<file path="config.mk">
export PLATFORM = sky130hd
export DESIGN_NAME = position_output_and_bus_state
export DESIGN_NICKNAME = d
export VERILOG_FILES = /design/src/rtl/pos_out_pkg.sv /design/src/rtl/msg_fifo.sv /design/src/rtl/position_output_and_bus_state.sv
export SDC_FILE = /design/constraint.sdc
export NUM_CORES = 1
export LEC_CHECK = 0
export ABC_AREA = 0
export ABC_CLOCK_PERIOD_IN_PS = 4400
export BUFFER_PORTS_ARGS = -buffer_cell sky130_fd_sc_hd__buf_2
export CORE_ASPECT_RATIO = 0.7
export CORE_MARGIN = 10
export CORE_UTILIZATION = 30
export CTS_BUF_LIST = sky130_fd_sc_hd__clkbuf_4 sky130_fd_sc_hd__clkbuf_8
export DETAILED_ROUTE_END_ITERATION = 6
export GPL_ROUTABILITY_DRIVEN = 0
export PLACE_DENSITY = 0.58
export SLEW_MARGIN = 20
export SYNTH_ARGS = -nofsm -noshare
export SYNTH_HDL_FRONTEND = slang
export SYNTH_SLANG_ARGS = --single-unit
</file>
<file path="constraint.sdc">
create_clock -name core_clk -period 4.4 [get_ports core_clk]
set_input_delay 0.22 -clock core_clk [delete_from_list [all_inputs] [get_ports core_clk]]
set_output_delay 0.22 -clock core_clk [all_outputs]
set_load 0.01 [all_outputs]
</file>
<file path="src/rtl/pos_out_pkg.sv">
// shared constants for the position output and network state logic
package pos_out_pkg;
    localparam int CLK_MHZ = 20;
    // power-up time in microseconds; plain default
    localparam int POWERUP_US = 2000;
    localparam logic [15:0] FAULT_VALUE = 16'hFFFF;
    localparam logic [15:0] ZERO_NOM = 16'h012C;
    localparam logic [15:0] ZERO_MIN = 16'h0113;
    localparam logic [15:0] ZERO_MAX = 16'h0145;
    localparam logic [15:0] END_MAX = 16'h0FB9;
    localparam logic [2:0] CMD_NONE = 3'h0;
    localparam logic [2:0] CMD_START = 3'h1;
    localparam logic [2:0] CMD_STOP = 3'h2;
    localparam logic [2:0] CMD_PREOP = 3'h3;
    localparam logic [2:0] CMD_RST_NODE = 3'h4;
    localparam logic [2:0] CMD_RST_COMM = 3'h5;
    localparam logic [6:0] GS_BOOT = 7'h00;
    localparam logic [6:0] GS_STOP = 7'h04;
    localparam logic [6:0] GS_OP = 7'h05;
    localparam logic [6:0] GS_PREOP = 7'h7F;
    localparam logic [2:0] K_BOOT = 3'h0;
    localparam logic [2:0] K_PDO = 3'h1;
    localparam logic [2:0] K_SYNC = 3'h2;
    localparam logic [2:0] K_EMCY = 3'h3;
    localparam logic [2:0] K_GUARD = 3'h4;
    localparam logic [2:0] K_SDO = 3'h5;
    localparam logic [2:0] K_ADDR = 3'h6;
    localparam logic [1:0] CFG_ZERO = 2'h0;
    localparam logic [1:0] CFG_SAVE = 2'h1;
    localparam logic [15:0] SDO_OK = 16'h0000;
    localparam logic [15:0] SDO_BAD = 16'h0001;
    localparam int MSG_W = 35;
    localparam int FIFO_DEPTH = 4;
    typedef enum logic [1:0] {ST_INIT, ST_PREOP, ST_OP, ST_STOP} net_state_e;
endpackage

</file>
<file path="src/rtl/msg_fifo.sv">
// small message fifo with valid/ready on both sides
`timescale 1ns/10ps
module msg_fifo #(
    parameter int W = 35,
    parameter int DEPTH = 4
) (
    input wire logic clk,
    input wire logic rst_n,
    input wire logic in_valid,
    output logic in_ready,
    input wire logic [W-1:0] in_data,
    output logic out_valid,
    input wire logic out_ready,
    output logic [W-1:0] out_data
);
    localparam int AW = $clog2(DEPTH);
    logic [W-1:0] mem_q [DEPTH];
    logic [AW:0] wr_q;
    logic [AW:0] rd_q;
    logic full;
    logic empty;
    // depth must be a power of two
    assign full = (wr_q[AW] != rd_q[AW]) && (wr_q[AW-1:0] == rd_q[AW-1:0]);
    assign empty = (wr_q == rd_q);
    assign in_ready = !full;
    assign out_valid = !empty;
    assign out_data = mem_q[rd_q[AW-1:0]];
    always_ff @(posedge clk) begin
        if (in_valid && !full) begin
            mem_q[wr_q[AW-1:0]] <= in_data;
        end
    end
    always_ff @(posedge clk) begin
        if (!rst_n) begin
            wr_q <= '0;
        end else if (in_valid && !full) begin
            wr_q <= wr_q + {{AW{1'h0}}, 1'h1};
        end
    end
    always_ff @(posedge clk) begin
        if (!rst_n) begin
            rd_q <= '0;
        end else if (out_ready && !empty) begin
            rd_q <= rd_q + {{AW{1'h0}}, 1'h1};
        end
    end
endmodule

</file>
<file path="src/rtl/position_output_and_bus_state.sv">
// position output, fault substitution and network state of the encoder
//
// Contract
// - during power-up the output value carries no valid position
// - boot message at power-up; while faulted position reads FFFF
// - missing magnet, null/cushion zone or element failure means fault
// - after power-up report position, switch to fault output on fault
// - four network states, changed by controller commands
// - initialization restores the last saved configuration
// - pre-operational state accepts configuration writes
// - operational state transmits position data
// - stopped state transmits no data and waits for commands
// - value spans 4000 digits, zero 275..325, end at most 4025
// - protocol is fixed per variant, canopen or j1939
// - j1939 variant takes its address and becomes operable by itself
// - process data with position and speed only when operational
// - parameter services served only in pre-operational or operational
// - synchronous process data sent after each sync object
// - node guard request answered with current network state
`timescale 1ns/10ps
module position_output_and_bus_state #(
    parameter int POWERUP_CYC = pos_out_pkg::POWERUP_US * pos_out_pkg::CLK_MHZ
) (
    input wire logic core_clk,
    input wire logic rst_n,
    input wire logic variant_j1939,
    input wire logic [15:0] nv_zero,
    input wire logic [7:0] pref_addr,
    input wire logic magnet_missing,
    input wire logic magnet_in_null_zone,
    input wire logic element_failed,
    input wire logic sample_valid,
    input wire logic [15:0] sample_raw,
    input wire logic [2:0] nmt_cmd,
    input wire logic sync_pulse,
    input wire logic guard_req,
    input wire logic cfg_wr_valid,
    input wire logic [1:0] cfg_wr_addr,
    input wire logic [15:0] cfg_wr_data,
    input wire logic msg_ready,
    output logic msg_valid,
    output logic [2:0] msg_kind,
    output logic [15:0] msg_data,
    output logic [15:0] msg_aux,
    output logic [15:0] pos_value,
    output logic pos_valid,
    output logic fault,
    output logic [6:0] net_code,
    output logic [7:0] node_addr,
    output logic nv_save,
    output logic [15:0] nv_save_data,
    output logic proto_j1939
);
    pos_out_pkg::net_state_e state_q;
    logic cap_q;
    logic proto_q;
    logic [23:0] pu_cnt_q;
    logic pu_done;
    logic [2:0] f1_q;
    logic [2:0] f2_q;
    logic [2:0] f3_q;
    logic [2:0] fbits_q;
    logic fault_any;
    logic fault_q;
    logic [15:0] zero_q;
    logic [15:0] pos_q;
    logic pos_valid_q;
    logic [15:0] last_raw_q;
    logic [15:0] speed_q;
    logic [7:0] addr_q;
    logic toggle_q;
    logic [15:0] sdo_data_q;
    logic [15:0] sdo_stat_q;
    logic nv_save_q;
    logic [15:0] nv_save_data_q;
    logic [6:0] net_code_q;
    logic pend_boot_q;
    logic pend_emcy_q;
    logic pend_guard_q;
    logic pend_sync_q;
    logic pend_pdo_q;
    logic pend_sdo_q;
    logic live;
    logic cmd_ok;
    logic flush;
    logic flush_pd;
    logic sdo_take;
    logic sdo_good;
    logic push_v;
    logic [2:0] push_k;
    logic [15:0] push_d;
    logic [15:0] push_a;
    logic fifo_in_ready;
    logic fifo_out_valid;
    logic fifo_out_ready;
    logic [pos_out_pkg::MSG_W-1:0] fifo_out_data;
    logic msg_valid_q;
    logic [pos_out_pkg::MSG_W-1:0] msg_q;

    function automatic logic zero_in_range(input logic [15:0] v);
        return (v >= pos_out_pkg::ZERO_MIN) && (v <= pos_out_pkg::ZERO_MAX);
    endfunction

    function automatic logic [6:0] guard_code(input pos_out_pkg::net_state_e s);
        logic [6:0] c;
        c = pos_out_pkg::GS_BOOT;
        unique case (s)
            pos_out_pkg::ST_INIT: c = pos_out_pkg::GS_BOOT;
            pos_out_pkg::ST_PREOP: c = pos_out_pkg::GS_PREOP;
            pos_out_pkg::ST_OP: c = pos_out_pkg::GS_OP;
            pos_out_pkg::ST_STOP: c = pos_out_pkg::GS_STOP;
        endcase
        return c;
    endfunction

    function automatic logic [15:0] scale_pos(input logic [15:0] raw, input logic [15:0] z);
        logic [16:0] sum;
        sum = {1'h0, raw} + {1'h0, z};
        if (sum > {1'h0, pos_out_pkg::END_MAX}) begin
            return pos_out_pkg::END_MAX;
        end
        return sum[15:0];
    endfunction

    // variant strap caught once after reset release
    always_ff @(posedge core_clk) begin
        if (!rst_n) begin
            cap_q <= 1'h0;
            proto_q <= 1'h0;
        end else if (!cap_q) begin
            cap_q <= 1'h1;
            proto_q <= variant_j1939;
        end
    end

    // power-up timer
    assign pu_done = (state_q == pos_out_pkg::ST_INIT) && cap_q &&
                     (pu_cnt_q == 24'(POWERUP_CYC - 1));
    always_ff @(posedge core_clk) begin
        if (!rst_n) begin
            pu_cnt_q <= '0;
        end else if (state_q != pos_out_pkg::ST_INIT) begin
            pu_cnt_q <= '0;
        end else if (cap_q && !pu_done) begin
            pu_cnt_q <= pu_cnt_q + 24'h000001;
        end
    end

    // network state machine
    assign live = (state_q == pos_out_pkg::ST_PREOP) || (state_q == pos_out_pkg::ST_OP);
    assign cmd_ok = !proto_q && (state_q != pos_out_pkg::ST_INIT) &&
                    (nmt_cmd != pos_out_pkg::CMD_NONE);
    assign flush = cmd_ok && (nmt_cmd != pos_out_pkg::CMD_START) &&
                   (nmt_cmd != pos_out_pkg::CMD_PREOP);
    assign flush_pd = cmd_ok && (nmt_cmd != pos_out_pkg::CMD_START);
    always_ff @(posedge core_clk) begin
        if (!rst_n) begin
            state_q <= pos_out_pkg::ST_INIT;
        end else if (pu_done) begin
            state_q <= proto_q ? pos_out_pkg::ST_OP : pos_out_pkg::ST_PREOP;
        end else if (cmd_ok) begin
            unique case (nmt_cmd)
                pos_out_pkg::CMD_START: state_q <= pos_out_pkg::ST_OP;
                pos_out_pkg::CMD_STOP: state_q <= pos_out_pkg::ST_STOP;
                pos_out_pkg::CMD_PREOP: state_q <= pos_out_pkg::ST_PREOP;
                pos_out_pkg::CMD_RST_NODE: state_q <= pos_out_pkg::ST_INIT;
                pos_out_pkg::CMD_RST_COMM: state_q <= pos_out_pkg::ST_INIT;
                default: state_q <= state_q;
            endcase
        end
    end

    always_ff @(posedge core_clk) begin
        if (!rst_n) begin
            net_code_q <= pos_out_pkg::GS_BOOT;
        end else begin
            net_code_q <= guard_code(state_q);
        end
    end

    // fault pin synchronisers, a bit changes once stages two and three agree
    always_ff @(posedge core_clk) begin
        if (!rst_n) begin
            f1_q <= 3'h0;
            f2_q <= 3'h0;
            f3_q <= 3'h0;
            fbits_q <= 3'h0;
        end else begin
            f1_q <= {element_failed, magnet_in_null_zone, magnet_missing};
            f2_q <= f1_q;
            f3_q <= f2_q;
            fbits_q <= (f2_q & f3_q) | (fbits_q & (f2_q | f3_q));
        end
    end
    assign fault_any = |fbits_q;

    always_ff @(posedge core_clk) begin
        if (!rst_n) begin
            fault_q <= 1'h0;
        end else begin
            fault_q <= fault_any;
        end
    end

    // zero point configuration
    assign sdo_take = cfg_wr_valid && !proto_q && live;
    assign sdo_good = (cfg_wr_addr == pos_out_pkg::CFG_ZERO) ? zero_in_range(cfg_wr_data) :
                      (cfg_wr_addr == pos_out_pkg::CFG_SAVE);
    always_ff @(posedge core_clk) begin
        if (!rst_n) begin
            zero_q <= pos_out_pkg::ZERO_NOM;
        end else if (state_q == pos_out_pkg::ST_INIT) begin
            zero_q <= zero_in_range(nv_zero) ? nv_zero : pos_out_pkg::ZERO_NOM;
        end else if (sdo_take && sdo_good && (cfg_wr_addr == pos_out_pkg::CFG_ZERO)) begin
            zero_q <= cfg_wr_data;
        end
    end

    always_ff @(posedge core_clk) begin
        if (!rst_n) begin
            nv_save_q <= 1'h0;
            nv_save_data_q <= '0;
            sdo_data_q <= '0;
            sdo_stat_q <= pos_out_pkg::SDO_OK;
        end else begin
            nv_save_q <= sdo_take && (cfg_wr_addr == pos_out_pkg::CFG_SAVE);
            if (sdo_take && (cfg_wr_addr == pos_out_pkg::CFG_SAVE)) begin
                nv_save_data_q <= zero_q;
            end
            if (sdo_take) begin
                sdo_data_q <= cfg_wr_data;
                sdo_stat_q <= sdo_good ? pos_out_pkg::SDO_OK : pos_out_pkg::SDO_BAD;
            end
        end
    end

    // position value with fault substitution
    always_ff @(posedge core_clk) begin
        if (!rst_n) begin
            pos_q <= '0;
            pos_valid_q <= 1'h0;
        end else if (state_q == pos_out_pkg::ST_INIT) begin
            pos_q <= '0;
            pos_valid_q <= 1'h0;
        end else if (fault_any) begin
            pos_q <= pos_out_pkg::FAULT_VALUE;
            pos_valid_q <= 1'h0;
        end else if (sample_valid) begin
            pos_q <= scale_pos(sample_raw, zero_q);
            pos_valid_q <= 1'h1;
        end
    end

    always_ff @(posedge core_clk) begin
        if (!rst_n) begin
            last_raw_q <= '0;
            speed_q <= '0;
        end else if (state_q == pos_out_pkg::ST_INIT) begin
            last_raw_q <= '0;
            speed_q <= '0;
        end else if (sample_valid) begin
            last_raw_q <= sample_raw;
            speed_q <= sample_raw - last_raw_q;
        end
    end

    always_ff @(posedge core_clk) begin
        if (!rst_n) begin
            addr_q <= '0;
        end else if (pu_done && proto_q) begin
            addr_q <= pref_addr;
        end
    end

    // message arbitration, highest pending first
    always_comb begin
        push_v = 1'h1;
        push_k = pos_out_pkg::K_BOOT;
        push_d = '0;
        push_a = '0;
        if (pend_boot_q) begin
            push_k = proto_q ? pos_out_pkg::K_ADDR : pos_out_pkg::K_BOOT;
            push_d = {8'h00, addr_q};
        end else if (pend_emcy_q) begin
            push_k = pos_out_pkg::K_EMCY;
            push_d = pos_out_pkg::FAULT_VALUE;
            push_a = {13'h0000, fbits_q};
        end else if (pend_guard_q) begin
            push_k = pos_out_pkg::K_GUARD;
            push_d = {8'h00, toggle_q, guard_code(state_q)};
        end else if (pend_sync_q) begin
            push_k = pos_out_pkg::K_SYNC;
            push_d = pos_q;
            push_a = speed_q;
        end else if (pend_pdo_q) begin
            push_k = pos_out_pkg::K_PDO;
            push_d = pos_q;
            push_a = speed_q;
        end else if (pend_sdo_q) begin
            push_k = pos_out_pkg::K_SDO;
            push_d = sdo_data_q;
            push_a = sdo_stat_q;
        end else begin
            push_v = 1'h0;
        end
    end

    // pending events; a new event wins over the take of an older one
    always_ff @(posedge core_clk) begin
        if (!rst_n) begin
            pend_boot_q <= 1'h0;
            pend_emcy_q <= 1'h0;
            pend_guard_q <= 1'h0;
            pend_sync_q <= 1'h0;
            pend_pdo_q <= 1'h0;
            pend_sdo_q <= 1'h0;
        end else begin
            pend_boot_q <= pu_done || (pend_boot_q && !fifo_in_ready);
            pend_emcy_q <= (fault_any && !fault_q && live) ||
                           (pend_emcy_q && !flush && !(fifo_in_ready && !pend_boot_q));
            pend_guard_q <= (guard_req && !proto_q && (state_q != pos_out_pkg::ST_INIT)) ||
                            (pend_guard_q && !(fifo_in_ready && push_k == pos_out_pkg::K_GUARD));
            pend_sync_q <= (sync_pulse && !proto_q && state_q == pos_out_pkg::ST_OP &&
                            !flush_pd) || (pend_sync_q && !flush_pd &&
                            !(fifo_in_ready && push_k == pos_out_pkg::K_SYNC));
            pend_pdo_q <= (sample_valid && state_q == pos_out_pkg::ST_OP && !flush_pd) ||
                          (pend_pdo_q && !flush_pd &&
                           !(fifo_in_ready && push_k == pos_out_pkg::K_PDO));
            pend_sdo_q <= sdo_take || (pend_sdo_q && !flush &&
                          !(fifo_in_ready && push_k == pos_out_pkg::K_SDO));
        end
    end

    always_ff @(posedge core_clk) begin
        if (!rst_n) begin
            toggle_q <= 1'h0;
        end else if (state_q == pos_out_pkg::ST_INIT) begin
            toggle_q <= 1'h0;
        end else if (push_v && fifo_in_ready && push_k == pos_out_pkg::K_GUARD) begin
            toggle_q <= !toggle_q;
        end
    end

    msg_fifo #(
        .W(pos_out_pkg::MSG_W),
        .DEPTH(pos_out_pkg::FIFO_DEPTH)
    ) u_fifo (
        .clk(core_clk),
        .rst_n(rst_n),
        .in_valid(push_v),
        .in_ready(fifo_in_ready),
        .in_data({push_k, push_d, push_a}),
        .out_valid(fifo_out_valid),
        .out_ready(fifo_out_ready),
        .out_data(fifo_out_data)
    );

    // registered output stage toward the can controller
    assign fifo_out_ready = !msg_valid_q || msg_ready;
    always_ff @(posedge core_clk) begin
        if (!rst_n) begin
            msg_valid_q <= 1'h0;
            msg_q <= '0;
        end else if (fifo_out_ready) begin
            msg_valid_q <= fifo_out_valid;
            if (fifo_out_valid) begin
                msg_q <= fifo_out_data;
            end
        end
    end

    assign msg_valid = msg_valid_q;
    assign msg_kind = msg_q[34:32];
    assign msg_data = msg_q[31:16];
    assign msg_aux = msg_q[15:0];
    assign pos_value = pos_q;
    assign pos_valid = pos_valid_q;
    assign fault = fault_q;
    assign net_code = net_code_q;
    assign node_addr = addr_q;
    assign nv_save = nv_save_q;
    assign nv_save_data = nv_save_data_q;
    assign proto_j1939 = proto_q;

    chk_init_no_pos: assert property (@(posedge core_clk) disable iff (!rst_n)
        (state_q == pos_out_pkg::ST_INIT) |=> !pos_valid_q && (pos_q == 16'h0000))
        else $error("position valid during power-up");
    chk_fault_value: assert property (@(posedge core_clk) disable iff (!rst_n)
        (fault_any && state_q != pos_out_pkg::ST_INIT) |=> (pos_q == 16'hFFFF))
        else $error("fault value not substituted");
    chk_fault_cause: assert property (@(posedge core_clk) disable iff (!rst_n)
        (f2_q[0] && f3_q[0]) |-> ##2 fault_q)
        else $error("missing magnet did not raise fault");
    chk_pdo_only_op: assert property (@(posedge core_clk) disable iff (!rst_n)
        (push_v && push_k == pos_out_pkg::K_PDO && fifo_in_ready) |->
        $past(state_q) == pos_out_pkg::ST_OP || state_q == pos_out_pkg::ST_OP)
        else $error("process data outside operational");
    chk_stop_quiet: assert property (@(posedge core_clk) disable iff (!rst_n)
        (state_q == pos_out_pkg::ST_STOP && $past(state_q) == pos_out_pkg::ST_STOP) |->
        !pend_pdo_q && !pend_sync_q && !pend_sdo_q)
        else $error("data pending while stopped");
    chk_sdo_refused: assert property (@(posedge core_clk) disable iff (!rst_n)
        (cfg_wr_valid && state_q == pos_out_pkg::ST_STOP) |=> $stable(zero_q))
        else $error("configuration changed while stopped");
    chk_zero_range: assert property (@(posedge core_clk) disable iff (!rst_n)
        (zero_q >= 16'h0113) && (zero_q <= 16'h0145))
        else $error("zero point out of range");
    chk_pos_range: assert property (@(posedge core_clk) disable iff (!rst_n)
        pos_valid_q |-> (pos_q <= 16'h0FB9) && (pos_q >= 16'h0113))
        else $error("position outside span");
    chk_sync_pdo: assert property (@(posedge core_clk) disable iff (!rst_n)
        (sync_pulse && !proto_q && state_q == pos_out_pkg::ST_OP) |=> pend_sync_q)
        else $error("sync not followed by process data");
    chk_guard_reply: assert property (@(posedge core_clk) disable iff (!rst_n)
        (guard_req && !proto_q && state_q != pos_out_pkg::ST_INIT) |=> pend_guard_q)
        else $error("guard request not answered");
    chk_proto_fixed: assert property (@(posedge core_clk) disable iff (!rst_n)
        cap_q |=> $stable(proto_q))
        else $error("protocol changed after capture");
    chk_j1939_op: assert property (@(posedge core_clk) disable iff (!rst_n)
        (pu_done && proto_q) |=> (state_q == pos_out_pkg::ST_OP) && (addr_q == $past(pref_addr)))
        else $error("j1939 variant not operable after power-up");
    chk_nmt_start: assert property (@(posedge core_clk) disable iff (!rst_n)
        (cmd_ok && nmt_cmd == pos_out_pkg::CMD_START && !pu_done) |=>
        (state_q == pos_out_pkg::ST_OP))
        else $error("start command ignored");
endmodule

</file>
-- Yosys cells after proc, flatten, opt, wreduce, memory -nomap -nowiden
Memories as Yosys holds them, arrays and structs flattened. A register that Yosys moved wholly into a read port is not among the register bits.
Index checks and enable logic that the tools add are counted.
W data, S select, Z words.
- add/subtract/negate cells: 5
- order comparisons: 5
- equal/unequal tests: 19
- multiplexer cells: 47
- bitwise operators: 6
- reduce and logical (&&, ||, !) cells: 82
- operators with widths (cell ; count):
    $mux W16 ; 19
    $logic_and A1 B1 Y1 ; 43
    $ge A16 B9 Y1 const B ; 2
    $le A16 B9 Y1 const B ; 2
    $pmux W7 S4 ; 1
    $add A24 B1 Y24 const B ; 1
    $eq A24 B16 Y1 const B ; 1
    $mux W3 ; 7
    $add A16 B16 Y17 ; 1
    $gt A17 B12 Y1 const B ; 1
    $logic_not A1 Y1 ; 16
    $mux W1 ; 16
    $sub A16 B16 Y16 ; 1
    $eq A3 B3 Y1 const B ; 4
    $eq A3 B2 Y1 const B ; 3
    $logic_or A1 B1 Y1 ; 8
    $pmux W2 S4 ; 1
    $reduce_bool A2 Y1 ; 4
    $add A3 B1 Y3 const B ; 2
    $and A3 B3 Y3 ; 2
    $eq A3 B1 Y1 const B ; 2
    $mux W2 ; 3
    $or A3 B3 Y3 ; 2
    $reduce_or A2 Y1 ; 3
    other kinds (14) ; 19
- bits in registers: 184
- memories kept: 1
- input port bits: 72
- bits in writable memories: 140
- output and inout port bits: 87
- word-level logic and storage cells: 195
- memory list (name ; depth ; bits a word ; read ports ; clocked after memory_dff ; write ports ; RTL line ; source):
    u_fifo.mem_q ; 4 ; 35 ; 1 ; 1 ; 1 ; msg_fifo.sv:17 ; logic [W-1:0] mem_q [DEPTH];

-- Longest topological paths before layout
- word-level depth: 11
- gate-level depth with buffers: 12
- depth with buffers taken out: 11

-- By module
Synthesis repeated with hierarchy kept, for this count alone.
- cells, all modules: 1445
- area, all modules: 15093.2 µm²
- modules (own cells, without submodules) (module ; area each (µm²) ; times used ; seq. area each (µm²) ; cells an instance):
    position_output_and_bus_state ; 9500.4 ; 1 ; 3883.7 ; 1195
    msg_fifo ; 5592.9 ; 1 ; 4364.2 ; 250

-- Worst setup path before layout
Ideal clock, no wire load.
- path type: reg2reg
- from: register zero_q[0]
- to: register pos_q[8], in the netlist pos_value[8]
- library setup time: 125 ps
- clock period less this slack: 3121 ps
- cell stages (with the launch flop): 13
- data required time: 4275 ps
- path slack: 1279 ps
- path buffers: 1
- data arrival time: 2996 ps
- cell sequence: dfxtp_1 > ha_1 > inv_1 > fa_1 > nor2b_4 > o31ai_4 > a211oi_2 > a311oi_2 > xnor2_1 > or4_1 > or4_1 > buf_2 > o41a_1
- word-level cells in the longest chain between the ends: 10
- ends and longest elaborated chain (element ; RTL line ; source):
    from (decl) ; position_output_and_bus_state.sv:65 ; logic [15:0] zero_q;
    from (signal assigned) ; position_output_and_bus_state.sv:211 ; zero_q <= pos_out_pkg::ZERO_NOM;
    from (signal assigned) ; position_output_and_bus_state.sv:213 ; zero_q <= zero_in_range(nv_zero) ? nv_zero : pos_out_pkg::ZERO_NOM;
    from (signal assigned) ; position_output_and_bus_state.sv:215 ; zero_q <= cfg_wr_data;
    $add A16 B16 Y17 * ; position_output_and_bus_state.sv:118 ; sum = {1'h0, raw} + {1'h0, z};
    $gt A17 B12 Y1 ; position_output_and_bus_state.sv:119 ; if (sum > {1'h0, pos_out_pkg::END_MAX}) begin
    $mux W1 ; position_output_and_bus_state.sv:119 ;
    $mux W1 ; position_output_and_bus_state.sv:248 ; end else if (sample_valid) begin
    $mux W1 ; position_output_and_bus_state.sv:245 ; end else if (fault_any) begin
    $mux W1 ; position_output_and_bus_state.sv:242 ; end else if (state_q == pos_out_pkg::ST_INIT) begin
    $mux W1 ; position_output_and_bus_state.sv:239 ; if (!rst_n) begin
    $mux W16 * ; position_output_and_bus_state.sv:122 ; return sum[15:0];
    $mux W16 * ; position_output_and_bus_state.sv:248 ;
    $mux W16 * ; position_output_and_bus_state.sv:245 ;
    to (signal assigned) ; position_output_and_bus_state.sv:246 ; pos_q <= pos_out_pkg::FAULT_VALUE;
    to (signal assigned) ; position_output_and_bus_state.sv:249 ; pos_q <= scale_pos(sample_raw, zero_q);
    to (decl) ; position_output_and_bus_state.sv:66 ; logic [15:0] pos_q;
Mark *: on every way between the ends. The rest lies on a longest branch, timed or not. The select of a mux whose other input is x is not followed.
A chain may end at the register's enable or synchronous reset.

-- Final worst setup path
- from: register zero_q[0]
- to: register pos_q[3], in the netlist pos_value[3]
Same word-level chain as after synthesis.

==> out/summary.txt <==
Power density over cell area - 412.2 nW/um^2
Beginning of the worst register-to-register path - zero_q[0]
Leading post-synthesis cells by cell area - edfxtp_1 28%, dfxtp_1 27%, nand2_1 5.3%
Synth-to-Final Area Change - 21.67%
Height of the die - 206.4 microns
Total area of multi-input combinational cells - 6246 sq um
Proportion of synthesized area in mux cells - 0.07320
Pin slew with the least headroom to its limit - 1.104 ns
Leakage - 0.006657 uW
Most area-hungry cell type in the Yosys netlist - edfxtp_1
Clock insertion delay at the later pin of the skew report - 0.62 ns
Share of power burned in combinational logic - 0.153
Cell types with the highest counts after synthesis - 211 x nand2_1, 200 x dfxtp_1, 140 x edfxtp_1
Share of flip-flops with an asynchronous set or reset after synthesis - 0
Number of flops mapped to enable cells by yosys - 140
Fmax - 295.1 MHz
Worst path required time - 4.90 ns
Max-cap viol count - 0
Top fanout value on the critical path - 6
Count of final setup violators - 0
Seq cells post-synth - 340
Startpoint of the lowest-slack hold path - nmt_cmd[2]
Net Count, Synth - 1517
Dominant register cell in the synthesized netlist - dfxtp_1
Unique cell type count in the Yosys netlist - 66
Largest net degree at the start of global routing - 70
Gr usage total - 0.1380
Global routing met2 resource utilization - 0.2059
Number of stages on the worst hold path - 4
DRC marker count from the first detailed-route iteration - 722
Antenna violations before repair - 3
Global-route track usage on met1 - 0.1931
Number of max-slew violations in the final report - 0
Post-synthesis adder-cell area fraction - 0.03715
Max transition margin - 0.2615
Total number of clock tree sinks - 340
Internal Pwr Total - 5459 uW
Register share of total power - 0.459
Data arrival time at the worst-slack endpoint - 3.89 ns
Type of element capturing the critical path - flip-flop
Final cycle utilization of the critical path - 0.7701
Combinational family with the most area after synthesis - simple AND/OR/NAND/NOR gates
HP Class - primary input to flip-flop
TNS Setup - 0 ns
H-tree Lvls - 2
Netlist area before placement - 14890 sq um
Number of global-route vias before repair - 11180
Worst Reg-to-Reg Cells - 11
Proportion of layout cells with a drive suffix above 1 - 0.1965
Share of the synthesized area in the top cell type - 0.2824
Endpoint with the worst hold slack - pend_pdo_q
Post-synthesis share of cell area spent on and, or, nand and nor gates - 0.1621
Final antenna-violating net count - 0
Switching portion of total power - 0.2690
Site Rows - 68
Instance count of the mapped netlist - 1402
Area share of xor/xnor cells in the synthesized design - 0.02765
Vias - 11000
First-pass GRT wire length - 64670 microns
RSZ-0062 raised after global routing - false
CTS tree - done
Hold violation count in the final report - 0
Total Routed Length - 41620 microns
Die boundary width - 286.3 microns
Net switching power - 2009 uW
Setup WS post-layout - 1.011 ns
Proportion of synthesized chip area in sequential cells - 0.5513
Post-CTS Resized - 0
Clock tree root driver cell - clkbuf_8
Core occupancy in the finished layout - 0.3684
Average via count per standard cell - 4.721
I/O pin total - 159
Critical Path Start Type - flip-flop
Routed len/inst - 17.86 microns
Status - finished clean
Worst reg2reg endpoint - pos_value[3]
Core Area - 49180 sq um
1st-pass router iterations - 5
Half-perimeter wire length after placement - 29460 microns
Type of the worst setup path - flip-flop to flip-flop
Synthesized area per cell - 10.62 sq um
Full die area - 59080 sq um
Largest voltage drop on the vdd net - 0.1908 mV
Pre-CTS worst setup slack - 1.022 ns
Clock slew at reported path FFs - 0.06 ns
Routing usage on met3 - 0.03680
Final clock skew - 0.02120 ns
Clk network pwr share - 0.388
Fillers - 4942
Highest-utilization routing layer at the global route stage - met2
Grt total ovfl - 0
Number of buffers created by CTS - 56
Register cell area after layout - 8209 sq um
Number of nets in the layout - 1732
Initial core utilization - 0.3027
Final worst hold slack - 0.05396 ns
CTS Buffer Depth - 3
Fraction of the mapped netlist area in compound gates - 0.1190
IO Port Bufs - 158
Warning count from the yosys run - 0
Library cell with the highest instance count after synthesis - nand2_1
Drt drc - 0
Final period demand of the worst path - 3.389 ns
Worst-case register-to-register setup slack - 1.01 ns
registers in the layout, summed over array words and instances, names as in the netlist, 2 cells and up:
name,cells
last_raw_q,16
u_fifo.mem_q,140
f2_q,3
u_fifo.wr_q,3
u_fifo.rd_q,3
f1_q,3
zero_q,16
msg_q,35
state_q,2
f3_q,3
net_code,3
fbits_q,3
speed_q,16
pos_value,16
pu_cnt_q,24
sdo_data_q,16
node_addr,8
nv_save_data,16
layout make-up:
class | count | share of cell area
multi-input combinational | 949 | 0.3448
tap | 665 | 0.04593
antenna | 1 | 0.0001381
inverter | 38 | 0.007874
sequential | 340 | 0.4532
clock inverter | 13 | 0.004628
timing repair buffer | 232 | 0.08219
clock buffer | 92 | 0.06127
critical path, cell delays in order (launching register included):
cell	delay (ns)
dfxtp_1	0.36
ha_1	0.19
inv_1	0.05
fa_1	0.43
nor2b_4	0.16
o31ai_4	0.08
a211oi_2	0.35
a311oi_2	0.15
xnor2_1	0.14
or4_1	0.44
or4_1	0.58
o41a_1	0.35
what timing repair did:
| action | in CTS | in global routing |
|---|---|---|
| hold buffers | 56 | 0 |
| buffers inserted | 0 | 0 |
| endpoints found under the hold margin | 55 | 0 |
power groups by stage:
stage	registers [uW]	logic (uW)	clock network, uW
detailed placement	3500	1130	0
floorplan	3530	703	0
global placement	3490	1120	0
finish	3430	1150	2890
CTS	3430	1170	2980
global route	3440	1270	3130
through the flow:
step | power [uW] | instances | area, sq um
5_1_grt | 7841 | 2330 | 18110
2_1_floorplan | 4229 | 1402 | 14890
6_report | 7468 | 2330 | 18110
4_1_cts | 7581 | 2329 | 18110
3_3_place_gp | 4610 | 2168 | 16360
3_5_place_dp | 4626 | 2168 | 16360
cell families (layout without fill, tap and decap cells):
kind of cell	count (synthesis)	in the layout
and+or+nand+nor	528	528
DFF	340	340
AOI/OAI and AO/OA	266	266
buffers and inverters	113	375
muxes	65	65
xor gates and xnor gates	47	47
adders and majority gates	43	43
other	0	1
cell usage in the layout, fill, tap and decap left out, types with 7 or more instances in the layout:
cell type and instances:
a21boi_0 75, a21boi_1 7, a21oi_1 72, a31oi_1 14, and2_1 42, and3_1 10, buf_2 157, buf_4 19
clkbuf_4 25, clkbuf_8 67, dfxtp_1 199, dlygate4sd3_1 56, edfxtp_1 140, ha_1 41, inv_1 37, mux2i_1 29
mux4_2 35, nand2_1 211, nand2b_1 7, nand3_1 45, nand4_1 9, nor2_1 126, nor2b_1 16, nor3_1 23
nor4_1 9, o21a_1 8, o21ai_0 38, or3_1 10, xnor2_1 24, xor2_1 23
how the worst max path moves through the flow:
| stage | slack [ns] | startpoint | cells past startpoint | end |
|---|---|---|---|---|
| after global routing | 0.83 | zero_q[0] | 11 | pos_value[0] |
| after global placement | 1.05 | sample_raw[0] | 12 | pos_value[8] |
| after CTS | 1.02 | zero_q[0] | 11 | pos_value[3] |
| final | 1.01 | zero_q[0] | 11 | pos_value[3] |
| after detailed placement | 1.02 | sample_raw[0] | 12 | pos_value[8] |
| after floorplan | 1.28 | zero_q[0] | 12 | pos_value[8] |
routing by layer:
metal  part of all wire  wire, microns
met5            0.00050             21
met4              0.022            920
met3              0.066           2765
met2               0.42          17600
met1               0.49          20310
(Power assumes the default switching activity.)
